[config.mk]
export PLATFORM = sky130hd
export DESIGN_NAME = vid_serial_register_bank
export DESIGN_NICKNAME = d
export VERILOG_FILES = /design/src/core/vid_regbank_pkg.sv /design/src/core/line_if.sv /design/src/core/glitch_filter.sv /design/src/core/vid_serial_register_bank.sv
export SDC_FILE = /design/constraint.sdc
export NUM_CORES = 1
export LEC_CHECK = 0
export BUFFER_PORTS_ARGS = -buffer_cell sky130_fd_sc_hd__buf_2
export CORE_ASPECT_RATIO = 1.2
export CORE_UTILIZATION = 45
export CTS_CLUSTER_SIZE = 20
export DETAILED_ROUTE_END_ITERATION = 12
export GPL_ROUTABILITY_DRIVEN = 0
export GPL_TIMING_DRIVEN = 0
export MAX_ROUTING_LAYER = met4
export SLEW_MARGIN = 20
export SYNTH_ARGS = -nofsm -noshare
export SYNTH_HDL_FRONTEND = slang
export SYNTH_SLANG_ARGS = --single-unit
[constraint.sdc]
create_clock -name clk_i -period 2.3 [get_ports clk_i]
set_input_delay 0 -clock clk_i [delete_from_list [all_inputs] [get_ports clk_i]]
set_output_delay 0 -clock clk_i [all_outputs]
set_load 0.05 [all_outputs]
[src/core/vid_regbank_pkg.sv]
// Constants, register layout and state encoding for the serial VID register bank.
// Assumes a single system clock of CLK_PERIOD_NS; all timing is counted on it.
package vid_regbank_pkg;

  // Register indices carried in the index byte
  localparam logic [7:0] IDX_VID  = 8'h00;
  localparam logic [7:0] IDX_CTRL = 8'h01;

  // Voltage register: code in the low bits, check bit on top
  localparam int         VID_CODE_W   = 7;
  localparam int         VID_PAR_BIT  = 7;
  localparam logic [7:0] VID_RESET    = 8'h32;

  // Control register fields
  localparam int         CTRL_INT_MODE_BIT   = 7;
  localparam int         CTRL_PROT_CHG_BIT   = 4;
  localparam int         CTRL_LIGHT_LOAD_BIT = 3;
  localparam int         CTRL_LATCH_OFF_BIT  = 0;
  localparam logic [7:0] CTRL_RESET          = 8'h09;
  localparam logic [7:0] CTRL_WR_MASK        = 8'h99;

  // Serial framing
  localparam logic [2:0] BIT_LAST  = 3'h7;
  localparam logic [6:0] ADDR_DEFAULT = 7'h2a;

  // Timing
  localparam int CLK_PERIOD_NS = 8;
  localparam int SPIKE_NS      = 32;
  localparam int SPIKE_CYCLES  = (SPIKE_NS + CLK_PERIOD_NS - 1) / CLK_PERIOD_NS;
  localparam int PROT_HOLD_DEFAULT = 255;

  typedef enum logic [3:0] {
    ST_IDLE      = 4'h0,
    ST_ADDR      = 4'h1,
    ST_ADDR_ACK  = 4'h3,
    ST_INDEX     = 4'h2,
    ST_INDEX_ACK = 4'h6,
    ST_WDATA     = 4'h7,
    ST_WDATA_ACK = 4'h5,
    ST_RDATA     = 4'h4,
    ST_SKIP      = 4'hc
  } link_state_t;

endpackage

[src/core/line_if.sv]
// Filtered level and edge strobes of one serial bus line.
// Assumes the filter side drives all three signals on clk_i.
`timescale 1ns/10ps
`default_nettype none

interface line_if;
  logic level;
  logic rise;
  logic fall;

  modport filt (output level, output rise, output fall);
  modport user (input level, input rise, input fall);
endinterface

`default_nettype wire

[src/core/glitch_filter.sv]
// Synchroniser and spike filter for one serial bus pin.
// Assumes the pin is asynchronous to clk_i; edges are one-cycle strobes.
`timescale 1ns/10ps
`default_nettype none

module glitch_filter
  import vid_regbank_pkg::*;
#(
  parameter int STABLE_CYCLES = SPIKE_CYCLES + 1
) (
  input  wire logic  clk_i,
  input  wire logic  nrst_i,
  input  wire logic  pin_i,
  line_if.filt       line
);
  localparam int CW = $clog2(STABLE_CYCLES + 1);
  localparam logic [CW-1:0] CNT_DONE = CW'(STABLE_CYCLES - 1);

  logic          meta_q;
  logic          sync_q;
  logic          level_q;
  logic          rise_q;
  logic          fall_q;
  logic [CW-1:0] cnt_q;

  // Bus idles high, so the chain resets high
  always_ff @(posedge clk_i or negedge nrst_i)
  begin
    if (!nrst_i)
    begin
      meta_q <= 1'b1;
      sync_q <= 1'b1;
    end
    else
    begin
      meta_q <= pin_i;
      sync_q <= meta_q;
    end
  end

  // A change must persist longer than the spike width before it is believed
  always_ff @(posedge clk_i or negedge nrst_i)
  begin
    if (!nrst_i)
    begin
      level_q <= 1'b1;
      rise_q  <= 1'b0;
      fall_q  <= 1'b0;
      cnt_q   <= '0;
    end
    else
    begin
      rise_q <= 1'b0;
      fall_q <= 1'b0;
      if (sync_q == level_q)
        cnt_q <= '0;
      else if (cnt_q == CNT_DONE)
      begin
        cnt_q   <= '0;
        level_q <= sync_q; // see [RULE_12]
        rise_q  <= sync_q;
        fall_q  <= ~sync_q;
      end
      else
        cnt_q <= cnt_q + 1'b1;
    end
  end

  assign line.level = level_q;
  assign line.rise  = rise_q;
  assign line.fall  = fall_q;
endmodule

`default_nettype wire

[src/core/vid_serial_register_bank.sv]
// Serial-bus slave holding the output voltage code and the regulator control byte.
// Assumes SCL and SDA arrive as raw pins; SDA is open drain, resolved outside.
// What this block does
// [RULE_01] Voltage register holds a 7-bit code low, odd check bit on top.
// [RULE_02] Voltage code resets to 0110010, the 1.068750V target.
// [RULE_03] Control bit 7 picks register control when 1, external when 0 (reset).
// [RULE_04] Control bit 4 set suppresses protection while the code changes; resets 0.
// [RULE_05] Control bit 3 picks fixed-width (1, reset) or pulse-skip (0) light load.
// [RULE_06] Control bit 0 picks latch-off (1, reset) or auto-recovery (0).
// [RULE_07] Master sets voltage bit 7 to the XNOR of the seven code bits.
// [RULE_08] Bad check bit: no data acknowledge, stored code unchanged.
// [RULE_09] A refused control write leaves the control register unchanged.
// [RULE_10] Master repeats a write whose data byte was not acknowledged.
// [RULE_11] Voltage register reads return the stored check bit with the code.
// [RULE_12] SCL and SDA spikes up to 32 ns are never taken as edges.
// [RULE_13] After START compare the 7-bit address; acknowledge on the ninth clock.
// [RULE_14] No address match: no acknowledge, ignore data, wait for next START.
// [RULE_15] Bit after the address: 0 is write, 1 is read.
// [RULE_16] Reads shift out eight bits, then idle until STOP regardless of acknowledge.
// [RULE_17] Writes carry an index byte: 0 voltage register, 1 control register.
// [RULE_18] Control bits 6, 5, 2, 1 read as zero and ignore writes.
`timescale 1ns/10ps
`default_nettype none

module vid_serial_register_bank
  import vid_regbank_pkg::*;
#(
  parameter logic [6:0] SLAVE_ADDR = ADDR_DEFAULT, // Arbitrary value, set per board
  parameter int         PROT_HOLD  = PROT_HOLD_DEFAULT
) (
  input  wire logic                                   clk_i,
  input  wire logic                                   nrst_i,
  input  wire logic                                   scl_i,
  input  wire logic                                   sda_i,
  output var  logic                                   sda_o,
  output var  logic                                   sda_oe_o,
  output var  logic [vid_regbank_pkg::VID_CODE_W-1:0] vid_code_o,
  output var  logic                                   internal_mode_o,
  output var  logic                                   prot_suppress_o,
  output var  logic                                   light_load_skip_n_o,
  output var  logic                                   latch_off_o
);
  import vid_regbank_pkg::*;

  localparam int PW = $clog2(PROT_HOLD + 1);
  localparam logic [PW-1:0] PROT_LOAD = PW'(PROT_HOLD);
  localparam logic [PW-1:0] PROT_ONE  = PW'(1);

  // Odd check: bit 7 must equal the XNOR of the code bits
  function automatic logic parity_ok(input logic [7:0] b);
    parity_ok = (b[VID_PAR_BIT] == ~(^b[VID_CODE_W-1:0]));
  endfunction

  line_if scl_line ();
  line_if sda_line ();

  glitch_filter u_scl_filt (
    .clk_i  (clk_i),
    .nrst_i (nrst_i),
    .pin_i  (scl_i),
    .line   (scl_line)
  );

  glitch_filter u_sda_filt (
    .clk_i  (clk_i),
    .nrst_i (nrst_i),
    .pin_i  (sda_i),
    .line   (sda_line)
  );

  link_state_t state_q;
  logic [2:0]  cnt_q;
  logic [7:0]  sh_q;
  logic        ack_q;
  logic        ack_seen_q;
  logic        rw_q;
  logic        idx_q;
  logic [7:0]  vid_q;
  logic [7:0]  ctrl_q;
  logic [PW-1:0] prot_cnt_q;
  logic        prot_q;
  logic        oe_q;
  logic        sda_out_q;

  logic        start_det;
  logic        stop_det;
  logic [7:0]  rx_byte;
  logic        byte_done;
  logic        addr_match;
  logic        idx_valid;
  logic        data_ok;
  logic [7:0]  rd_byte;
  logic        wr_vid;
  logic        wr_ctrl;
  logic        code_change;

  // Both lines pass through identical filters, so their ordering survives
  assign start_det = sda_line.fall & scl_line.level;
  assign stop_det  = sda_line.rise & scl_line.level;
  assign rx_byte   = {sh_q[6:0], sda_line.level};
  assign byte_done = scl_line.rise & (cnt_q == BIT_LAST);

  assign addr_match = (rx_byte[7:1] == SLAVE_ADDR); // see [RULE_13]
  assign idx_valid  = (rx_byte == IDX_VID) | (rx_byte == IDX_CTRL); // see [RULE_17]
  assign data_ok    = idx_q ? 1'b1 : parity_ok(rx_byte); // see [RULE_08]
  assign rd_byte    = idx_q ? ctrl_q : vid_q; // see [RULE_11]

  always_comb
  begin
    wr_vid      = 1'b0;
    wr_ctrl     = 1'b0;
    code_change = 1'b0;
    if ((state_q == ST_WDATA) && byte_done && !start_det && !stop_det)
    begin
      wr_vid  = ~idx_q & parity_ok(rx_byte); // see [RULE_08]
      wr_ctrl = idx_q & data_ok; // see [RULE_09]
    end
    code_change = wr_vid & (rx_byte[VID_CODE_W-1:0] != vid_q[VID_CODE_W-1:0]);
  end

  // Frame sequencing; a START anywhere restarts address reception
  always_ff @(posedge clk_i or negedge nrst_i)
  begin
    if (!nrst_i)
    begin
      state_q    <= ST_IDLE;
      cnt_q      <= '0;
      sh_q       <= '0;
      ack_q      <= 1'b0;
      ack_seen_q <= 1'b0;
      rw_q       <= 1'b0;
    end
    else if (start_det)
    begin
      state_q    <= ST_ADDR; // see [RULE_13]
      cnt_q      <= '0;
      ack_seen_q <= 1'b0;
    end
    else if (stop_det)
    begin
      state_q    <= ST_IDLE; // see [RULE_16]
      ack_seen_q <= 1'b0;
    end
    else
    begin
      case (state_q)
        ST_ADDR, ST_INDEX, ST_WDATA:
        begin
          if (scl_line.rise)
          begin
            sh_q  <= rx_byte;
            cnt_q <= cnt_q + 1'b1;
          end
          if (byte_done)
          begin
            cnt_q <= '0;
            case (state_q)
              ST_ADDR:
              begin
                ack_q   <= addr_match;
                rw_q    <= rx_byte[0]; // see [RULE_15]
                state_q <= addr_match ? ST_ADDR_ACK : ST_SKIP; // see [RULE_14]
              end
              ST_INDEX:
              begin
                ack_q   <= idx_valid;
                state_q <= ST_INDEX_ACK;
              end
              default:
              begin
                ack_q   <= data_ok; // see [RULE_08]
                state_q <= ST_WDATA_ACK;
              end
            endcase
          end
        end
        ST_ADDR_ACK, ST_INDEX_ACK, ST_WDATA_ACK:
        begin
          if (scl_line.rise)
            ack_seen_q <= 1'b1;
          if (scl_line.fall && ack_seen_q)
          begin
            ack_seen_q <= 1'b0;
            cnt_q      <= '0;
            case (state_q)
              ST_ADDR_ACK:
              begin
                if (rw_q)
                begin
                  state_q <= ST_RDATA;
                  sh_q    <= rd_byte;
                end
                else
                  state_q <= ST_INDEX;
              end
              ST_INDEX_ACK:
                state_q <= ack_q ? ST_WDATA : ST_SKIP;
              default:
                state_q <= ST_SKIP; // Single data byte per write
            endcase
          end
        end
        ST_RDATA:
        begin
          if (scl_line.fall)
          begin
            if (cnt_q == BIT_LAST)
              state_q <= ST_SKIP; // see [RULE_16]
            else
            begin
              cnt_q <= cnt_q + 1'b1;
              sh_q  <= {sh_q[6:0], 1'b0};
            end
          end
        end
        ST_IDLE, ST_SKIP:
          state_q <= state_q;
        default:
          state_q <= ST_IDLE;
      endcase
    end
  end

  // SDA is changed on SCL falling edges; a START or STOP, seen while SCL is high, only releases it
  always_ff @(posedge clk_i or negedge nrst_i)
  begin
    if (!nrst_i)
      oe_q <= 1'b0;
    else if (start_det || stop_det)
      oe_q <= 1'b0;
    else if (scl_line.fall)
    begin
      case (state_q)
        ST_ADDR_ACK, ST_INDEX_ACK, ST_WDATA_ACK:
        begin
          if (!ack_seen_q)
            oe_q <= ack_q; // see [RULE_13]
          else if ((state_q == ST_ADDR_ACK) && rw_q)
            oe_q <= ~rd_byte[7];
          else
            oe_q <= 1'b0;
        end
        ST_RDATA:
          oe_q <= (cnt_q == BIT_LAST) ? 1'b0 : ~sh_q[6]; // see [RULE_16]
        default:
          oe_q <= 1'b0;
      endcase
    end
  end

  // Open drain: the data level is always low, only the enable moves
  always_ff @(posedge clk_i or negedge nrst_i)
  begin
    if (!nrst_i)
      sda_out_q <= 1'b0;
    else
      sda_out_q <= 1'b0;
  end

  // Index persists so a later read returns the register last addressed
  always_ff @(posedge clk_i or negedge nrst_i)
  begin
    if (!nrst_i)
      idx_q <= 1'b0;
    else if ((state_q == ST_INDEX) && byte_done && idx_valid && !start_det && !stop_det)
      idx_q <= rx_byte[0]; // see [RULE_17]
  end

  always_ff @(posedge clk_i or negedge nrst_i)
  begin
    if (!nrst_i)
      vid_q <= VID_RESET; // see [RULE_02]
    else if (wr_vid)
      vid_q <= rx_byte; // see [RULE_01]
  end

  always_ff @(posedge clk_i or negedge nrst_i)
  begin
    if (!nrst_i)
      ctrl_q <= CTRL_RESET; // see [RULE_05]
    else if (wr_ctrl)
      ctrl_q <= rx_byte & CTRL_WR_MASK; // see [RULE_18]
  end

  // Suppression window after a code change; the ramp length is fixed by PROT_HOLD
  always_ff @(posedge clk_i or negedge nrst_i)
  begin
    if (!nrst_i)
    begin
      prot_cnt_q <= '0;
      prot_q     <= 1'b0;
    end
    else if (code_change && ctrl_q[CTRL_PROT_CHG_BIT])
    begin
      prot_cnt_q <= PROT_LOAD; // see [RULE_04]
      prot_q     <= 1'b1;
    end
    else if (prot_cnt_q != '0)
    begin
      prot_cnt_q <= prot_cnt_q - PROT_ONE;
      prot_q     <= (prot_cnt_q > PROT_ONE);
    end
    else
      prot_q <= 1'b0;
  end

  assign sda_o               = sda_out_q;
  assign sda_oe_o            = oe_q;
  assign vid_code_o          = vid_q[VID_CODE_W-1:0];
  assign internal_mode_o     = ctrl_q[CTRL_INT_MODE_BIT]; // see [RULE_03]
  assign prot_suppress_o     = prot_q;
  assign light_load_skip_n_o = ctrl_q[CTRL_LIGHT_LOAD_BIT]; // see [RULE_05]
  assign latch_off_o         = ctrl_q[CTRL_LATCH_OFF_BIT]; // see [RULE_06]
endmodule

`default_nettype wire

Yosys cells after proc, flatten, opt, wreduce, memory -nomap -nowiden. Cells that the tools add are included.

Register bits after elaboration: 56. Bits of input ports: 4. Output and inout port bits: 13. Logic and storage cells: 172.

Add/subtract/negate cells: 4. Order comparisons: 1. Eq/ne operators: 33. Muxes and demuxes: 59. Bitwise gates (word level): 17. Reductions and logical operators: 34.

Operator list (count): $mux W7 (6); $mux W3 (12); $mux W4 (8); $mux W8 (3); $mux W1 (23); $pmux W7 S3 (1); $eq A4 B3 Y1 const B (4); $pmux W4 S2 (2); $pmux W4 S4 (1); $ne A4 B4 Y1 const B (3); $logic_and A1 B1 Y1 (10); $ne A2 B2 Y1 const B (5); $not A1 Y1 (10); $reduce_and A5 Y1 (2); $add A3 B1 Y3 const B (3); $eq A3 B3 Y1 const B (3); $ne A3 B3 Y1 const B (3); $pmux W3 S3 (1); $reduce_and A9 Y1 (1); $eq A4 B2 Y1 const B (2); $eq A8 B1 Y1 const B (1); $gt A8 B1 Y1 const B (1); $logic_not A8 Y1 (1); $ne A4 B3 Y1 const B (2); 24 further kinds (40).

Logic depth before layout (Yosys ltp). Gate-level depths: netlist of run 1.

Depth after elaboration: 9. Mapped depth: 8. Gate-level depth less buffers: 7.

Cells and area by module. From an unflattened synthesis of run 1, not the netlist that was laid out.

Cells, all modules: 330. Area total of the unflattened synthesis: 3354.5 µm².

Modules (own cells, without submodules): vid_serial_register_bank (times used 1, cells each 286, area each 2718.9 µm², seq. area each 1007.2 µm²); glitch_filter (times used 2, cells each 22, area each 317.8 µm², seq. area each 203.9 µm²).

Least setup slack after synthesis of run 1. OpenSTA, ideal clock, no wires.

Path type: register -> register. Start: register u_sda_filt.level_q (netlist: u_sda_filt.line.level). End: register vid_q[0]. Library setup time: 0.125 ns. Data arrival time: 2.283 ns. Required time: 2.175 ns. Slack: -0.108 ns. Cell stages (with the launch flop): 8. Path buffers: 1. Period minus slack after synthesis: 2.408 ns. Path through: dfstp_2 > clkbuf_1 > inv_1 > ha_1 > xnor3_1 > xnor2_1 > nor3_4 > mux2_2.

Cells in the longest elaborated chain, start to end: 5.

Ends and longest elaborated chain: start: declaration (RTL line glitch_filter.sv:21) `logic level_q;`; start signal: assignment (RTL line glitch_filter.sv:60) `level_q <= sync_q;`; $reduce_xor A7 Y1 (RTL line vid_serial_register_bank.sv:51) `parity_ok = (b[VID_PAR_BIT] == ~(^b[VID_CODE_W-1:0]));`; $not A1 Y1 (RTL line vid_serial_register_bank.sv:51); $eq A1 B1 Y1 (RTL line vid_serial_register_bank.sv:51); $and A1 B1 Y1 (RTL line vid_serial_register_bank.sv:115) `wr_vid = ~idx_q & parity_ok(rx_byte);`; $mux W1 (RTL line vid_serial_register_bank.sv:113) `if ((state_q == ST_WDATA) && byte_done && !start_det && !stop_det)`; end signal: assignment (RTL line vid_serial_register_bank.sv:274) `vid_q <= rx_byte;`; end: declaration (RTL line vid_serial_register_bank.sv:78) `logic [7:0] vid_q;`.

Several ways; a longest one is shown, not always the timed one. A chain may end at the register's enable or synchronous reset.

Worst setup path after layout of run 1.
Start: register u_sda_filt.level_q (netlist: u_sda_filt.line.level). End: register vid_q[3].

Cells in the longest elaborated chain, start to end: 5.

Ends and longest elaborated chain (RTL line): $reduce_xor A7 Y1 (vid_serial_register_bank.sv:51); $not A1 Y1 (vid_serial_register_bank.sv:51); $eq A1 B1 Y1 (vid_serial_register_bank.sv:51); $and A1 B1 Y1 (vid_serial_register_bank.sv:115); $mux W1 (vid_serial_register_bank.sv:113).

Every way passes these cells.

==> results.yml, run 1 <==
synth:
  synth-seq-cells: 56
  synth_warnings: 0
  async_reset_ff_share_pct: 100
  synth_area_um2: 3250
  synth_commonest_cells: "45 x dfrtp_1, 37 x nand2_1, 22 x mux2_2"
  ys_types: 56
  yosysTopAreaCell: "dfrtp_1"
  synth_ff_type: "dfrtp_1"
  synthTopCellsByArea: "dfrtp_1 35%, dfstp_2 8.9%, mux2_2 7.6%"
  synthesis.nets: 332
  avgSynthCellArea_um2: 10.3
  synth-edff-count: 0
  netlist_instances: 316
  synth_top_area_share_pct: 34.6
  seq_area_frac_synth_pct: 43.5
  synth.most_common_cell: "dfrtp_1"
layout:
  antenna_cells: 0
  drive_gt1_share_pct: 29.5
  fin_util_pct: 53.7
  design_area_um2: 3700
  nNetsFinal: 367
  fillers: 618
  area_growth_pct: 13.9
setup_path:
  crit_end: "vid_q[3]"
  cp.arrival_ps: 2410
  critical_path.max_fanout: 6
  rr_worst_depth: 7
  cp-end-kind: "flop"
  worstSetupPathType: "reg -> reg"
  startpoint: "u_sda_filt.line.level"
  required_ps: 2500
  critPathLaunchType: "flop"
  r2r-start: "u_sda_filt.line.level"
  timing.rr.end: "vid_q[3]"
  reg2reg_slack_ps: 100
route:
  viasPerCell: 5.46
  vias: 2398
  drt_wl_total_mm: 6.49
  dr.pass1.iters: 4
  wl_per_cell_um: 14.8
  ant_nets: 0
  drt_iter0_drc: 187
  post-route-drc-count: 0
sta:
  drv_slew: 0
  holdWs_ps: 256
  fin_crit_ps: 2200
  finalHoldViolCount: 0
  fin_setup_tns_ps: 0
  max_freq_mhz: 454
  worst_pin_slew_ps: 767
  clock_skew_ps: 13.0
  slew_headroom_pct: 48.4
  setup_viol: 0
  finalCritPeriodShare_pct: 95.9
clock_network:
  clk_pin_slew_ps: 110
  cts_max_path_buffers: 2
  clockRootBuffer: "clkbuf_8"
  cts.sinks: 56
  clk_latency_ps: 320
  cts_made_buffers: 5
  cts_tree: "yes"
  htreeDepth: 2
die:
  core_area_um2: 6900
  initial_utilization_pct: 47.1
  row_count: 33
  dieWidth_um: 79.6
  die_area_um2: 7570
  ios: 17
  fp.dieH_um: 95.1
pwr:
  ir_worst_vdd_uv: 318
  fin_total_pwr_mw: 2.11
  p_leak_nw: 1.68
  power_per_cell_area_nw_per_um2: 569
run_status:
  outcome: "completed"
global_routing:
  grt_start_max_net_pins: 57
  grt.total_usage_pct: 19.6
  grt_pass1_vias: 2288
  grt-ovfl-total: 0
  grt_first_pass_wirelength_mm: 11.3
  grt_antenna_before_repair: 0
min_path:
  hold_class: "in -> async"
placement:
  portBuffers: 15
  dp_hpwl_mm: 4.59
  placed_area_um2: 3440
flow_run:
  cap_violations: 0
[critical path, cell delays in order, from the launching register on]
cell and delay (ps):
dfstp_2 620, inv_4 70, ha_4 260, xnor3_1 250, xnor2_2 180, nor3_4 210
buf_6 160, mux2_2 330
[layout by cell type, fill, tap and decap left out, drive strengths merged, types with 3 or more instances in the layout]
cell type	synthesis	final
dfrtp	45	45
buf	12	38
nand2	37	37
mux2	22	22
inv	17	18
o21ai	17	17
nor2	13	13
a21oi	13	13
ha	12	12
clkbuf	9	12
mux2i	11	11
dfstp	11	11
xnor2	11	11
nor3b	9	9
nand3	9	9
nor3	8	8
xor2	6	6
nor2b	5	5
nor4	5	5
nand4	3	3
o211ai	3	3
dlygate4sd3	0	3
nor4b	3	3
[area by class of cell]
class	instances	area, um^2	share of cell area (%)
multi-input combinational	222	1680	45.4
tap	87	109	2.94
sequential	56	1420	38.4
inverter	17	66.3	1.79
clock inverter	3	22.5	0.609
timing repair buffer	30	206	5.58
buffer	19	126	3.41
clock buffer	5	68.8	1.86
[stage by stage]
stage	std cells	setup slack, ps
after floorplan	316	-1.96
after global placement	418	-326
after detailed placement	418	-324
after CTS	432	5.20
after global routing	439	-3.30
final	439	95.1
[how the worst min path moves through the flow]
stage,start,endpoint,slack [ps],cells past startpoint
final,nrst_i,state_q[1],260,2
after CTS,nrst_i,state_q[1],300,2
after floorplan,nrst_i,ack_q,-300,0
after global routing,sda_i,u_sda_filt.meta_q,300,2
after global placement,scl_i,u_scl_filt.meta_q,110,1
after detailed placement,nrst_i,state_q[1],110,1
[sequential cells by signal, indices dropped and copies added, names as in the netlist, 3 cells and up]
name	flops
u_scl_filt.cnt_q	3
cnt_q	3
u_sda_filt.cnt_q	3
sh_q	7
ctrl_q	4
prot_cnt_q	8
vid_q	8
state_q	4
[cells by family (layout without fill, tap and decap cells)]
family          Yosys count  in the layout  share of synthesized area (%)
simple gates            104            104                           18.2
mux                      33             33                           11.0
compound gates           54             54                           11.2
xor+xnor                 18             18                           5.27
fa+ha+maj                12             12                           4.62
buf+inv                  38             74                           6.00
flops                    56             56                           43.5
other cells               1              1                          0.115
[routing by layer]
| layer | wire [um] | part of all wire (%) | track usage (%) | vias up |
|---|---|---|---|---|
| li1 | - | - | - | 1178 |
| met1 | 3070 | 47 | 26.1 | 1169 |
| met2 | 3110 | 48 | 30.0 | 43 |
| met3 | 213 | 3.3 | 3.06 | 8 |
| met4 | 95 | 1.5 | 7.42 | 0 |
| met5 | 0 | 0 | - | - |
[power breakdown]
part	internal, mW	total (mW)	leakage (nW)	switching [mW]
Sequential	1.06	1.11	0.732	0.0514
Combinational	0.222	0.429	0.904	0.206
Clock	0.220	0.566	0.0485	0.347
Total	1.50	2.11	1.68	0.605
[what timing repair did]
item | 4_1_cts | 5_1_grt
endpoints found under the setup margin | 24 | 25
hold buffers | 3 | 0
gates resized for setup | 3 | 15
buffers inserted | 4 | 8
endpoints found under the hold margin | 47 | 0
pin swaps | 2 | 2
Power figures use the tool's default switching activity.
==> run 2, diff against run 1 <==
--- a/config.mk
+++ b/config.mk
@@ -5,6 +5,7 @@
 export SDC_FILE = /design/constraint.sdc
 export NUM_CORES = 1
 export LEC_CHECK = 0
+export ABC_AREA = 1
 export BUFFER_PORTS_ARGS = -buffer_cell sky130_fd_sc_hd__buf_2
 export CORE_ASPECT_RATIO = 1.2
 export CORE_UTILIZATION = 45
==> run 2 against run 1 <==
- utilization decreased by 0.90 points
- via count increased by 9.7%
- register-to-register slack improved by 110 ps
- cell count increased by 21%
- global-route usage increased by 0.97 points
- largest cell class unchanged
==> results.yml, run 2 <==
clock_network:
  clk_latency_ps: 310
  clockRootBuffer: "clkbuf_8"
  cts.sinks: 56
  cts_max_path_buffers: 2
  htreeDepth: 2
  cts_made_buffers: 5
  cts_tree: "yes"
  clk_pin_slew_ps: 110
global_routing:
  grt_start_max_net_pins: 57
  grt.total_usage_pct: 20.6
  grt-ovfl-total: 0
  grt_first_pass_wirelength_mm: 11.8
  gr-usage-met1_pct: 24.9
  grt_antenna_before_repair: 0
  grt_pass1_vias: 2626
  grt_util_met3_pct: 2.97
  busiest_layer: "met2"
  gr-usage-met2_pct: 35.6
placement:
  dp_hpwl_mm: 4.87
  placed_area_um2: 3470
  portBuffers: 15
  preCtsSetupSlack_ps: -47.8
die:
  fp.dieH_um: 95.6
  initial_utilization_pct: 47.4
  ios: 17
  row_count: 33
  die_area_um2: 7650
  dieWidth_um: 80.0
  core_area_um2: 6940
layout:
  antenna_cells: 0
  area_growth_pct: 11.4
  layout_commonest_cell: "nand2_1"
  nNetsFinal: 457
  final_cell_mix: "104 x nand2_1, 49 x inv_1, 45 x dfrtp_1, 39 x o21ai_0, 34 x nor2_1"
  fin_util_pct: 52.8
  design_area_um2: 3660
  top_regs: "prot_cnt_q: 8 flops, vid_q: 8 flops, sh_q: 7 flops"
  drive_gt1_share_pct: 18.8
synth:
  synth_top_area_share_pct: 34.3
  avgSynthCellArea_um2: 7.98
  netlist_instances: 412
  ys_types: 38
  yosysTopAreaCell: "dfrtp_1"
  synth-seq-cells: 56
  synth_area_um2: 3290
  seq_area_frac_synth_pct: 43.1
  synth_ff_type: "dfrtp_1"
  synthesis.nets: 428
  synth.most_common_cell: "nand2_1"
  synth-edff-count: 0
  async_reset_ff_share_pct: 100
  synthTopCellsByArea: "dfrtp_1 34%, nand2_1 12%, dfstp_2 8.8%"
  synth_warnings: 0
  synth_commonest_cells: "104 x nand2_1, 49 x inv_1, 45 x dfrtp_1"
sta:
  max_freq_mhz: 477
  fin_setup_tns_ps: 0
  finalHoldViolCount: 0
  worst_pin_slew_ps: 721
  finalCritPeriodShare_pct: 91.1
  fin_crit_ps: 2100
  setup_viol: 0
  rsz0062_at_grt: "no"
  clock_skew_ps: 19.1
  drv_slew: 0
  setup_slack_ps: 204
  slew_headroom_pct: 51.9
pwr:
  ir_worst_vdd_uv: 364
  p_leak_nw: 1.81
  power_per_cell_area_nw_per_um2: 582
setup_path:
  critical_path.max_fanout: 10
  worstSetupPathType: "reg -> reg"
  cp.arrival_ps: 2290
  critPathLaunchType: "flop"
  required_ps: 2500
  cp-end-kind: "flop"
flow_run:
  cap_violations: 0
route:
  viasPerCell: 4.97
  wl_per_cell_um: 12.6
  ant_nets: 0
  vias: 2631
  drt_wl_total_mm: 6.65
  post-route-drc-count: 0
  drt_iter0_drc: 113
  dr.pass1.iters: 4
run_status:
  outcome: "completed"
min_path:
  hold_class: "in -> async"
## run 2: area by class of cell
type	count	area, um^2
Buffer	12	100
Clock buffer	6	82.6
Clock inverter	2	38.8
Fill cell	693	3280
Inverter	54	204
Multi-Input combinational cell	290	1570
Sequential cell	56	1420
Tap cell	87	109
Timing Repair Buffer	22	138
## run 2: per-layer routing
metal / part of all wire (%) / up-vias
li1: - / 1371
met1: 47 / 1216
met2: 49 / 36
met3: 2.4 / 8
met4: 1.3 / 0
met5: 0 / -
## run 2: final timing paths
path	startpoint	slack [ps]	to	depth (start not counted)
setup / recovery	u_sda_filt.line.level	200	vid_q[7]	8
hold / removal	nrst_i	260	ctrl_q[4]	2
setup reg to reg	u_sda_filt.line.level	200	vid_q[7]	8
hold reg to reg	u_sda_filt.meta_q	360	u_sda_filt.sync_q	0
max in group asynchronous	nrst_i	1530	prot_cnt_q[2]	2
min in group clk_i	scl_i	340	u_scl_filt.meta_q	2
## run 2: worst max-delay path: stages (launching register included)
cell and delay, ps:
dfstp_2 550, clkinv_2 120, ha_1 360, xor2_1 150, nand2_1 70, nand3b_1 140, a21oi_4 320, buf_6 190
o21ai_0 80
## run 2: per-stage QoR
stage	hold slack, ps	instances	power, mW
after global routing	326	529	2.25
final	265	529	2.13
after detailed placement	107	514	1.45
after floorplan	-296	412	1.36
after CTS	297	528	2.15
after global placement	106	514	1.44
## run 2: what timing repair did
item                       CTS  global route
resized for setup            1             1
setup endpoints to repair   15            16
pin swaps                    1             1
hold buffers                 3             0
hold endpoints to repair    47             0
buffers inserted             3             1
## run 2: kinds of logic after synthesis
kind of cell             after synthesis  synth area share, %
XOR/XNOR                              14                 3.73
other                                  1                0.114
flip-flops                            56                 43.1
AO/OA/AOI/OAI                         65                 11.6
buffers and inverters                 66                 9.21
AND/OR/NAND/NOR                      198                 27.7
adder cells (fa/ha/maj)               12                 4.57
## run 2: report_power, final
part	leakage, nW	switching, mW	internal [mW]	total [mW]
combinational	1.02	0.210	0.124	0.333
clock	0.0614	0.328	0.357	0.685
sequential	0.738	0.0490	1.06	1.11
